<file path="src/design/gtl_cfg.svh">
`ifndef GTL_CFG_SVH
`define GTL_CFG_SVH

`define GTL_CMD_DCL 7'h14
`define GTL_CMD_SDC 7'h04
`define GTL_CMD_SPE 7'h18
`define GTL_CMD_SPD 7'h19
`define GTL_CMD_UNL 7'h3F
`define GTL_GRP_LISTEN 2'h1
`define GTL_GRP_TALK 2'h2
`define GTL_ADDR_MAX 5'h1E
`define GTL_RSV_BIT 6
`define GTL_FIFO_DEPTH 16
`define GTL_WORD_W 9

`endif

</file>
<file path="src/design/gtl_pkg.sv">
`default_nettype none
package gtl_pkg;

  // Bus levels as seen on the wires: low means asserted.
  typedef struct packed {
    logic atn_n;
    logic ifc_n;
    logic ren_n;
    logic eoi_n;
    logic dav_n;
    logic nrfd_n;
    logic ndac_n;
    logic [7:0] dio_n;
  } gtl_bus_in_t;

  // Each pin as value and enable; enable is low while the pin is driven.
  typedef struct packed {
    logic [7:0] dio_n;
    logic dio_oen;
    logic eoi_n;
    logic eoi_oen;
    logic dav_n;
    logic dav_oen;
    logic nrfd_n;
    logic nrfd_oen;
    logic ndac_n;
    logic ndac_oen;
    logic srq_n;
    logic srq_oen;
  } gtl_bus_out_t;

  // One message byte and its end-of-message mark.
  typedef struct packed {
    logic last;
    logic [7:0] data;
  } gtl_word_t;

  typedef enum logic [1:0] {SRC_IDLE, SRC_RDY, SRC_DAV, SRC_DONE} gtl_src_t;
  typedef enum logic [1:0] {ACC_IDLE, ACC_RDY, ACC_TAKE} gtl_acc_t;

endpackage
`default_nettype wire

</file>
<file path="src/design/gtl_talker_listener.sv">
`timescale 1ns/1ps
`default_nettype none
`include "gtl_cfg.svh"

// ****************************************************************
// Transmit buffer.
// ****************************************************************
module gtl_fifo #(
  parameter int W = `GTL_WORD_W,
  parameter int D = `GTL_FIFO_DEPTH
) (
  input wire logic mclk,
  input wire logic rstn,
  input wire logic in_valid,
  output logic in_ready,
  input wire logic [W-1:0] in_data,
  output logic out_valid,
  input wire logic out_ready,
  output logic [W-1:0] out_data
);
  localparam int AW = $clog2(D);

  if (D < 2 || (D & (D - 1)) != 0) begin : g_chk
    $error("FIFO depth must be a power of two, at least two.");
  end

  logic [W-1:0] mem [D];
  logic [AW:0] wr_ff;
  logic [AW:0] rd_ff;
  logic [AW:0] nxt_wr;
  logic [AW:0] nxt_rd;
  logic in_ready_ff;
  logic push;
  logic pop;

  assign push = in_valid & in_ready_ff;
  assign pop = out_valid & out_ready;
  assign out_valid = wr_ff != rd_ff;
  assign out_data = mem[rd_ff[AW-1:0]];
  assign in_ready = in_ready_ff;
  assign nxt_wr = wr_ff + {{AW{1'b0}}, push};
  assign nxt_rd = rd_ff + {{AW{1'b0}}, pop};

  always_ff @(posedge mclk) begin
    if (push) begin
      mem[wr_ff[AW-1:0]] <= in_data;
    end
  end

  always_ff @(posedge mclk) begin
    if (!rstn) begin
      wr_ff <= '0;
      rd_ff <= '0;
      in_ready_ff <= 1'b0;
    end else begin
      wr_ff <= nxt_wr;
      rd_ff <= nxt_rd;
      in_ready_ff <= (nxt_wr - nxt_rd) != (AW + 1)'(D);
    end
  end
endmodule

// ****************************************************************
// Talker and listener interface functions.
// ****************************************************************
module gtl_talker_listener
  import gtl_pkg::*;
#(
  parameter int FIFO_DEPTH = `GTL_FIFO_DEPTH
) (
  input wire logic mclk,
  input wire logic rstn,
  input wire gtl_bus_in_t bus_i,
  output gtl_bus_out_t bus_o,
  input wire logic [4:0] bus_addr,
  input wire logic talk_only,
  input wire logic eoi_out_en,
  input wire logic eoi_in_en,
  input wire logic srq_event,
  input wire logic [7:0] status_byte,
  input wire logic tx_valid,
  output logic tx_ready,
  input wire gtl_word_t tx_data,
  output logic rx_valid,
  output gtl_word_t rx_data,
  output logic dev_clear,
  output logic talker,
  output logic listener,
  output logic spoll,
  output logic rsv
);
  if (FIFO_DEPTH < 2) begin : g_chk
    $error("Transmit buffer needs at least two words.");
  end

  // ****************************************************************
  // Bus conditions.
  // ****************************************************************
  logic atn;
  logic ifc;
  logic dav;
  logic eoi;
  logic [7:0] bus_byte;
  logic talk_ff;
  logic listen_ff;
  logic spm_ff;
  logic rsv_ff;
  logic src_act;
  logic acc_act;

  // The remote enable line is left unread.
  assign atn = ~bus_i.atn_n;
  assign ifc = ~bus_i.ifc_n;
  assign dav = ~bus_i.dav_n;
  assign eoi = ~bus_i.eoi_n;
  assign bus_byte = ~bus_i.dio_n;
  assign src_act = (talk_ff | talk_only) & ~atn & ~ifc;
  assign acc_act = (listen_ff | atn) & ~ifc;

  // ****************************************************************
  // Transmit buffer.
  // ****************************************************************
  logic f_valid;
  logic f_pop;
  gtl_word_t f_word;

  gtl_fifo #(.W($bits(gtl_word_t)), .D(FIFO_DEPTH)) u_fifo (
    .mclk(mclk),
    .rstn(rstn),
    .in_valid(tx_valid),
    .in_ready(tx_ready),
    .in_data(tx_data),
    .out_valid(f_valid),
    .out_ready(f_pop),
    .out_data(f_word)
  );

  // ****************************************************************
  // Acceptor handshake.
  // ****************************************************************
  gtl_acc_t acc_ff;
  gtl_acc_t nxt_acc;
  logic cap;
  logic cmd_cap;
  logic nrfd_oen_ff;
  logic ndac_oen_ff;

  assign cap = acc_act & (acc_ff == ACC_RDY) & dav;
  assign cmd_cap = cap & atn;

  always_comb begin
    nxt_acc = acc_ff;
    case (acc_ff)
      ACC_IDLE: begin
        if (acc_act) begin
          nxt_acc = ACC_RDY;
        end
      end
      ACC_RDY: begin
        if (!acc_act) begin
          nxt_acc = ACC_IDLE;
        end else if (dav) begin
          nxt_acc = ACC_TAKE;
        end
      end
      ACC_TAKE: begin
        if (!acc_act) begin
          nxt_acc = ACC_IDLE;
        end else if (!dav) begin
          nxt_acc = ACC_RDY;
        end
      end
      default: nxt_acc = ACC_IDLE;
    endcase
  end

  always_ff @(posedge mclk) begin
    if (!rstn) begin
      acc_ff <= ACC_IDLE;
      nrfd_oen_ff <= 1'b1;
      ndac_oen_ff <= 1'b1;
    end else begin
      acc_ff <= nxt_acc;
      nrfd_oen_ff <= nxt_acc != ACC_TAKE;
      ndac_oen_ff <= nxt_acc != ACC_RDY;
    end
  end

  // ****************************************************************
  // Command decode and addressing.
  // ****************************************************************
  logic addr_ok;
  logic is_mla;
  logic is_mta;
  logic is_ota;
  logic [6:0] cmd;
  logic dev_clear_ff;

  assign cmd = bus_byte[6:0];
  assign addr_ok = bus_addr <= `GTL_ADDR_MAX;
  assign is_mla = cmd[6:5] == `GTL_GRP_LISTEN && cmd[4:0] == bus_addr
    && addr_ok;
  assign is_mta = cmd[6:5] == `GTL_GRP_TALK && cmd[4:0] == bus_addr
    && addr_ok;
  assign is_ota = cmd[6:5] == `GTL_GRP_TALK && !is_mta;

  always_ff @(posedge mclk) begin
    if (!rstn || ifc) begin
      listen_ff <= 1'b0;
    end else if (cmd_cap) begin
      if (is_mla) begin
        listen_ff <= 1'b1;
      end else if (is_mta || cmd == `GTL_CMD_UNL) begin
        listen_ff <= 1'b0;
      end
    end
  end

  always_ff @(posedge mclk) begin
    if (!rstn || ifc) begin
      talk_ff <= 1'b0;
    end else if (cmd_cap) begin
      if (is_mta) begin
        talk_ff <= 1'b1;
      end else if (is_mla || is_ota) begin
        talk_ff <= 1'b0;
      end
    end
  end

  always_ff @(posedge mclk) begin
    if (!rstn || ifc) begin
      spm_ff <= 1'b0;
    end else if (cmd_cap && cmd == `GTL_CMD_SPE) begin
      spm_ff <= 1'b1;
    end else if (cmd_cap && cmd == `GTL_CMD_SPD) begin
      spm_ff <= 1'b0;
    end
  end

  always_ff @(posedge mclk) begin
    if (!rstn) begin
      dev_clear_ff <= 1'b0;
    end else begin
      dev_clear_ff <= cmd_cap && (cmd == `GTL_CMD_DCL
        || (cmd == `GTL_CMD_SDC && listen_ff));
    end
  end

  // ****************************************************************
  // Received data.
  // ****************************************************************
  logic rx_valid_ff;
  gtl_word_t rx_ff;

  always_ff @(posedge mclk) begin
    if (!rstn) begin
      rx_valid_ff <= 1'b0;
      rx_ff <= '0;
    end else begin
      rx_valid_ff <= cap & ~atn & listen_ff;
      if (cap && !atn) begin
        rx_ff <= '{last: eoi & eoi_in_en, data: bus_byte};
      end
    end
  end

  // ****************************************************************
  // Source handshake.
  // ****************************************************************
  gtl_src_t src_ff;
  gtl_src_t nxt_src;
  logic have_byte;
  logic stb_sent;
  logic [7:0] dio_n_ff;
  logic last_ff;
  logic dav_oen_ff;
  logic dio_oen_ff;
  logic eoi_oen_ff;
  logic [7:0] stb;

  assign have_byte = spm_ff | f_valid;
  assign f_pop = (src_ff == SRC_DAV) & src_act & bus_i.ndac_n & ~spm_ff;
  assign stb_sent = (src_ff == SRC_DAV) & src_act & bus_i.ndac_n & spm_ff;

  always_comb begin
    stb = status_byte;
    stb[`GTL_RSV_BIT] = rsv_ff;
  end

  always_comb begin
    nxt_src = src_ff;
    case (src_ff)
      SRC_IDLE: begin
        if (src_act && have_byte) begin
          nxt_src = SRC_RDY;
        end
      end
      SRC_RDY: begin
        if (!src_act) begin
          nxt_src = SRC_IDLE;
        end else if (bus_i.nrfd_n) begin
          nxt_src = SRC_DAV;
        end
      end
      SRC_DAV: begin
        if (!src_act) begin
          nxt_src = SRC_IDLE;
        end else if (bus_i.ndac_n) begin
          nxt_src = SRC_DONE;
        end
      end
      SRC_DONE: nxt_src = SRC_IDLE;
      default: nxt_src = SRC_IDLE;
    endcase
  end

  always_ff @(posedge mclk) begin
    if (!rstn) begin
      src_ff <= SRC_IDLE;
      dav_oen_ff <= 1'b1;
      dio_oen_ff <= 1'b1;
    end else begin
      src_ff <= nxt_src;
      dav_oen_ff <= nxt_src != SRC_DAV;
      dio_oen_ff <= nxt_src == SRC_IDLE;
    end
  end

  always_ff @(posedge mclk) begin
    if (!rstn) begin
      dio_n_ff <= 8'hFF;
      last_ff <= 1'b0;
    end else if (src_ff == SRC_IDLE && nxt_src == SRC_RDY) begin
      dio_n_ff <= ~(spm_ff ? stb : f_word.data);
      last_ff <= ~spm_ff & f_word.last;
    end
  end

  always_ff @(posedge mclk) begin
    if (!rstn) begin
      eoi_oen_ff <= 1'b1;
    end else begin
      eoi_oen_ff <= !(nxt_src != SRC_IDLE && eoi_out_en && (nxt_src ==
        SRC_RDY && src_ff == SRC_IDLE ? ~spm_ff & f_word.last
        : last_ff));
    end
  end

  // ****************************************************************
  // Service request.
  // ****************************************************************
  logic srq_oen_ff;
  logic nxt_rsv;

  assign nxt_rsv = srq_event | (rsv_ff & ~stb_sent);

  always_ff @(posedge mclk) begin
    if (!rstn) begin
      rsv_ff <= 1'b0;
      srq_oen_ff <= 1'b1;
    end else begin
      rsv_ff <= nxt_rsv;
      srq_oen_ff <= ~nxt_rsv;
    end
  end

  // ****************************************************************
  // Outputs. ATN, IFC and REN have no drivers here.
  // ****************************************************************
  assign bus_o = '{dio_n: dio_n_ff, dio_oen: dio_oen_ff,
    eoi_n: eoi_oen_ff, eoi_oen: eoi_oen_ff,
    dav_n: dav_oen_ff, dav_oen: dav_oen_ff,
    nrfd_n: nrfd_oen_ff, nrfd_oen: nrfd_oen_ff,
    ndac_n: ndac_oen_ff, ndac_oen: ndac_oen_ff,
    srq_n: srq_oen_ff, srq_oen: srq_oen_ff};
  assign rx_valid = rx_valid_ff;
  assign rx_data = rx_ff;
  assign dev_clear = dev_clear_ff;
  assign talker = talk_ff;
  assign listener = listen_ff;
  assign spoll = spm_ff;
  assign rsv = rsv_ff;

  // ****************************************************************
  // Checks.
  // ****************************************************************
  a_dav_talker_only:
    assert property (@(posedge mclk) disable iff (!rstn)
      !dav_oen_ff |-> $past(talk_ff | talk_only) && !$past(atn))
    else $error("DAV driven while not active talker.");

  a_dav_after_rfd:
    assert property (@(posedge mclk) disable iff (!rstn)
      $fell(dav_oen_ff) |-> $past(bus_i.nrfd_n))
    else $error("DAV asserted before NRFD release.");

  a_acc_lines_gate:
    assert property (@(posedge mclk) disable iff (!rstn)
      (!nrfd_oen_ff || !ndac_oen_ff) |-> $past(listen_ff | atn))
    else $error("Acceptor lines driven while inactive.");

  a_mla_drop_talk:
    assert property (@(posedge mclk) disable iff (!rstn)
      cmd_cap && is_mla && !ifc |=> listen_ff && !talk_ff)
    else $error("Own listen address left talker state.");

  a_mta_drop_listen:
    assert property (@(posedge mclk) disable iff (!rstn)
      cmd_cap && is_mta && !ifc |=> talk_ff && !listen_ff)
    else $error("Own talk address left listener state.");

  a_unl_unlisten:
    assert property (@(posedge mclk) disable iff (!rstn)
      cmd_cap && cmd == `GTL_CMD_UNL |=> !listen_ff)
    else $error("Unlisten did not clear listener.");

  a_ifc_release:
    assert property (@(posedge mclk) disable iff (!rstn)
      ifc |=> !talk_ff && !listen_ff && !spm_ff && dav_oen_ff
        && nrfd_oen_ff && ndac_oen_ff && dio_oen_ff)
    else $error("Interface clear left state or lines.");

  a_sdc_needs_lad:
    assert property (@(posedge mclk) disable iff (!rstn)
      cmd_cap && cmd == `GTL_CMD_SDC && !listen_ff |=> !dev_clear_ff)
    else $error("Selective clear acted while unaddressed.");

  a_dcl_clears:
    assert property (@(posedge mclk) disable iff (!rstn)
      cmd_cap && cmd == `GTL_CMD_DCL |=> dev_clear_ff ##1 !dev_clear_ff)
    else $error("Device clear pulse wrong.");

  a_eoi_option:
    assert property (@(posedge mclk) disable iff (!rstn)
      !eoi_oen_ff |-> $past(eoi_out_en) && !dio_oen_ff)
    else $error("EOI driven without option.");

  a_rx_end_option:
    assert property (@(posedge mclk) disable iff (!rstn)
      rx_valid_ff && rx_ff.last |-> $past(eoi_in_en && eoi))
    else $error("End mark without EOI option.");

  a_srq_on_event:
    assert property (@(posedge mclk) disable iff (!rstn)
      srq_event |=> rsv_ff && !srq_oen_ff)
    else $error("Service request not raised.");

  a_stb_clears_rsv:
    assert property (@(posedge mclk) disable iff (!rstn)
      stb_sent && !srq_event |=> !rsv_ff && srq_oen_ff)
    else $error("Request not cleared after poll.");
endmodule
`default_nettype wire

</file>
<file path="config.mk">
export PLATFORM = sky130hd
export DESIGN_NAME = gtl_talker_listener
export DESIGN_NICKNAME = d
export VERILOG_FILES = /design/src/design/gtl_pkg.sv /design/src/design/gtl_talker_listener.sv
export VERILOG_INCLUDE_DIRS = /design/src /design/src/design
export SDC_FILE = /design/constraint.sdc
export NUM_CORES = 1
export LEC_CHECK = 0
export BUFFER_PORTS_ARGS = -buffer_cell sky130_fd_sc_hd__buf_2
export CAP_MARGIN = 20
export CORE_MARGIN = 2
export CORE_UTILIZATION = 35
export CTS_CLUSTER_DIAMETER = 120
export DETAILED_ROUTE_END_ITERATION = 16
export PLACE_DENSITY = 0.59
export SYNTH_ARGS = -nofsm -noshare
export SYNTH_HDL_FRONTEND = slang
export SYNTH_HIERARCHICAL = 1
export SYNTH_SLANG_ARGS = --single-unit
</file>
<file path="constraint.sdc">
create_clock -name mclk -period 8.2 [get_ports mclk]
set_input_delay 0.82 -clock mclk [delete_from_list [all_inputs] [get_ports mclk]]
set_output_delay 0.82 -clock mclk [all_outputs]
set_load 0.01 [all_outputs]
</file>
==> flow_metrics.env <==
export IMPL_status="finished, final reports clean"
export IMPL_rsz0062_at_grt="false"
export IMPL_clkLatencyLatePin_ns=0.42
export IMPL_fin_area_um2=9010
export IMPL_detail_route_wl_per_cell_um=18.3
export IMPL_initial_core_util=0.359
export IMPL_antenna_found_initial=0
export IMPL_grt_max_degree=42
export IMPL_cts_resized=0
export IMPL_dp_hpwl_mm=10.6
export IMPL_die_h_um=154
export IMPL_io_pins=79
export IMPL_synthesis_area_per_instance_um2=17.0
export IMPL_ys_warn_count=6
export IMPL_setup_viol=0
export IMPL_cp_start_kind="register"
export IMPL_portBuffers=76
export IMPL_hold_violations=0
export IMPL_gr_total_overflow=0
export IMPL_cts_made_buffers=17
export IMPL_total_power_mw=1.90
export IMPL_fin_cells=823
export IMPL_wl_mm=15.1
export IMPL_postPlaceCellArea_um2=8430
export IMPL_worst_path_buf_inv=1
export IMPL_die_area_um2=23800
export IMPL_path_cells="buf_4, xor2_1, nor3_1, nand3_1, and2_1, ha_1, ha_1, xnor2_1, ha_1, xnor2_1, nand3_1, o41ai_1, a211oi_1"
export IMPL_grt_pass1_vias=4416
export IMPL_clk_pin_slew_ns=0.07
export IMPL_crit_family="simple AND/OR/NAND/NOR gates"
export IMPL_rows=54
export IMPL_clock_path_buffers=2
export IMPL_grt_usage=0.133
export IMPL_finClkSkew_ns=0.00937
export IMPL_gp_congestion=0.818
export IMPL_syn_area_um2=7900
export IMPL_setup_ws_ns=4.73
export IMPL_cts_root_buf="clkbuf_16"
export IMPL_critPathMaxStageDelay_ns=0.55
export IMPL_area_delta_synth_final_pct=14.1
export IMPL_via_per_inst=5.13
export IMPL_cp_slowest_cell="buf_4"
export IMPL_drc=0
export IMPL_timing_fmax_mhz=288
export IMPL_worstPathRequired_ns=8.51
export IMPL_synth_fp_nets=518
export IMPL_min_delay_path_class="reg2reg"
export IMPL_crit_type="reg2reg"
export IMPL_path_common_cell="ha_1"
export IMPL_cp_end_kind="register"
export IMPL_arrival_ns=3.78
export IMPL_ys_seq_area_frac=0.661
export IMPL_synth_cells=466
export IMPL_numClockSinks=189
export IMPL_worst_slew_pin_slew_ns=0.910
export IMPL_fin_nets=582
export IMPL_post_place_cells=791
export IMPL_diodes=0
export IMPL_slew_limit_headroom=0.391
export IMPL_post_place_ws_ns=4.67
export IMPL_layout_drive_gt1_share=0.284
export IMPL_period_share=0.423
export IMPL_synthArstFlopShare=0
export IMPL_cap_violations=0
export IMPL_ctsHoldBuffers=0
export IMPL_vias=4220
export IMPL_tns_ns=0
export IMPL_antenna_left=0
export IMPL_max_vdd_ir_drop_uv=162
export IMPL_synth_edf_count=144
export IMPL_die_x_um=154
export IMPL_p_per_area_nw_per_um2=211
export IMPL_leakagePower_nw=3.18
export IMPL_synth_cell_types=52
export IMPL_cts_tree="done"
export IMPL_synthFlopType="edfxtp_1"
export IMPL_core_area_um2=22000
export IMPL_grt_pass1_wl_mm=24.2
export IMPL_first_pass_iters=4
export IMPL_path_max_fanout=38
export IMPL_cts_setup_buffers=0
export IMPL_ys_seq_elements=189
export IMPL_htreeDepth=4
export IMPL_drv_slew=0
export IMPL_drt_iter0_markers=308
export IMPL_fin_crit_ns=3.47
## final cells by class
| type | instances | area, µm² |
|---|---|---|
| multi-input cells | 234 | 2410 |
| well taps | 280 | 350 |
| fillers | 2004 | 13000 |
| flip-flops and latches | 189 | 5230 |
| clock inverters | 15 | 159 |
| inverters | 8 | 30.0 |
| repair buffers | 80 | 410 |
| clock buffers | 17 | 425 |
## per-layer routing
layer	wire (µm)	GRT usage	part of all wire
met5	0	0	0
met4	95	0.0295	0.0063
met3	775	0.0356	0.051
met2	7290	0.224	0.48
met1	6900	0.173	0.46
## report_power, final
group	leakage (nW)	internal (mW)	switching (mW)	total, mW
logic	1.22	0.0248	0.0393	0.0641
registers	1.66	1.03	0.00361	1.04
clock network	0.291	0.412	0.389	0.800
total	3.18	1.47	0.432	1.90
## Yosys cell counts (5+ instances only)
library cell / number / area share
edfxtp_1: 144 / 0.55
dfxtp_1: 45 / 0.11
mux4_2: 25 / 0.071
nand2_1: 23 / 0.011
mux4_1: 20 / 0.066
nor2_1: 17 / 0.0081
buf_4: 12 / 0.011
nand3_1: 12 / 0.0076
xor2_1: 12 / 0.013
clkbuf_1: 10 / 0.0047
and2_1: 9 / 0.0071
nand2b_1: 9 / 0.0071
o211a_1: 9 / 0.011
o211ai_1: 9 / 0.0085
ha_1: 8 / 0.013
inv_1: 8 / 0.0038
mux2_2: 8 / 0.011
nor2b_1: 8 / 0.0063
nor3_1: 7 / 0.0044
buf_2: 6 / 0.0038
xnor2_1: 6 / 0.0066
nand3b_1: 5 / 0.0047
o21ai_0: 5 / 0.0032
## kinds of logic (layout without fill, tap and decap cells)
logic type,Yosys count,in the layout,synth area share
buffers and inverters,43,120,0.0348
adder cells (fa/ha/maj),8,8,0.0127
XOR/XNOR,18,18,0.0199
flip-flops,189,189,0.661
AND/OR/NAND/NOR,113,113,0.0795
multiplexers,54,54,0.151
AO/OA/AOI/OAI,41,41,0.0415
## cells in the final DEF (no fill, tap or decap), types with 4 or more instances in the layout
master     instances
ha_1               8
buf_4              4
edfxtp_1         144
xor2_1            12
buf_2             76
and2_1             9
nand3b_1           5
clkbuf_16         17
inv_1              8
nor2b_1            8
dfxtp_1           44
inv_8              8
nand2b_1           9
mux4_1            20
nor3_1             5
o21ai_0            5
o211ai_1           9
mux4_2            25
o211a_1            9
nand3_1           12
a211oi_1           4
nor2_1            17
nand2_1           23
xnor2_1            6
mux2_2             8
## flip-flops by register name (all words and copies together), names as in the netlist, 2 cells and up
signal,count
dio_n_ff,8
u_fifo/wr_ff,5
u_fifo/rd_ff,5
rx_data,9
acc_ff,2
src_ff,2
u_fifo/mem,144
## worst register-to-register path, delay by kind of cell, from the launching register on
kind	cells	cell delay (ns)
xor gates and xnor gates	3	0.47
buffers and inverters	1	0.55
adders and majority gates	3	0.76
DFF	1	0.31
and+or+nand+nor	4	0.79
AOI/OAI and AO/OA	2	0.47
## path summary, 6_finish.rpt
check                                    end  cells after the start  slack [ns]                        from
setup / recovery  u_fifo/in_ready$_SDFF_PN0_                     13        4.73  u_fifo/rd_ff[0]$_SDFF_PN0_
hold / removal       rx_data[8]$_SDFFE_PN0P_                      2        0.47     rx_data[8]$_SDFFE_PN0P_
setup reg to reg  u_fifo/in_ready$_SDFF_PN0_                     13        4.73  u_fifo/rd_ff[0]$_SDFF_PN0_
hold reg to reg      rx_data[8]$_SDFFE_PN0P_                      2        0.47     rx_data[8]$_SDFFE_PN0P_
## metrics by stage
step / util / hold WS [ns]
global placement: 0.383 / 0.456
detailed placement: 0.383 / 0.465
global route: 0.409 / 0.517
CTS: 0.409 / 0.478
finish: 0.409 / 0.472
floorplan: - / 0.488
No activity file was read; power rests on OpenSTA's default activity.
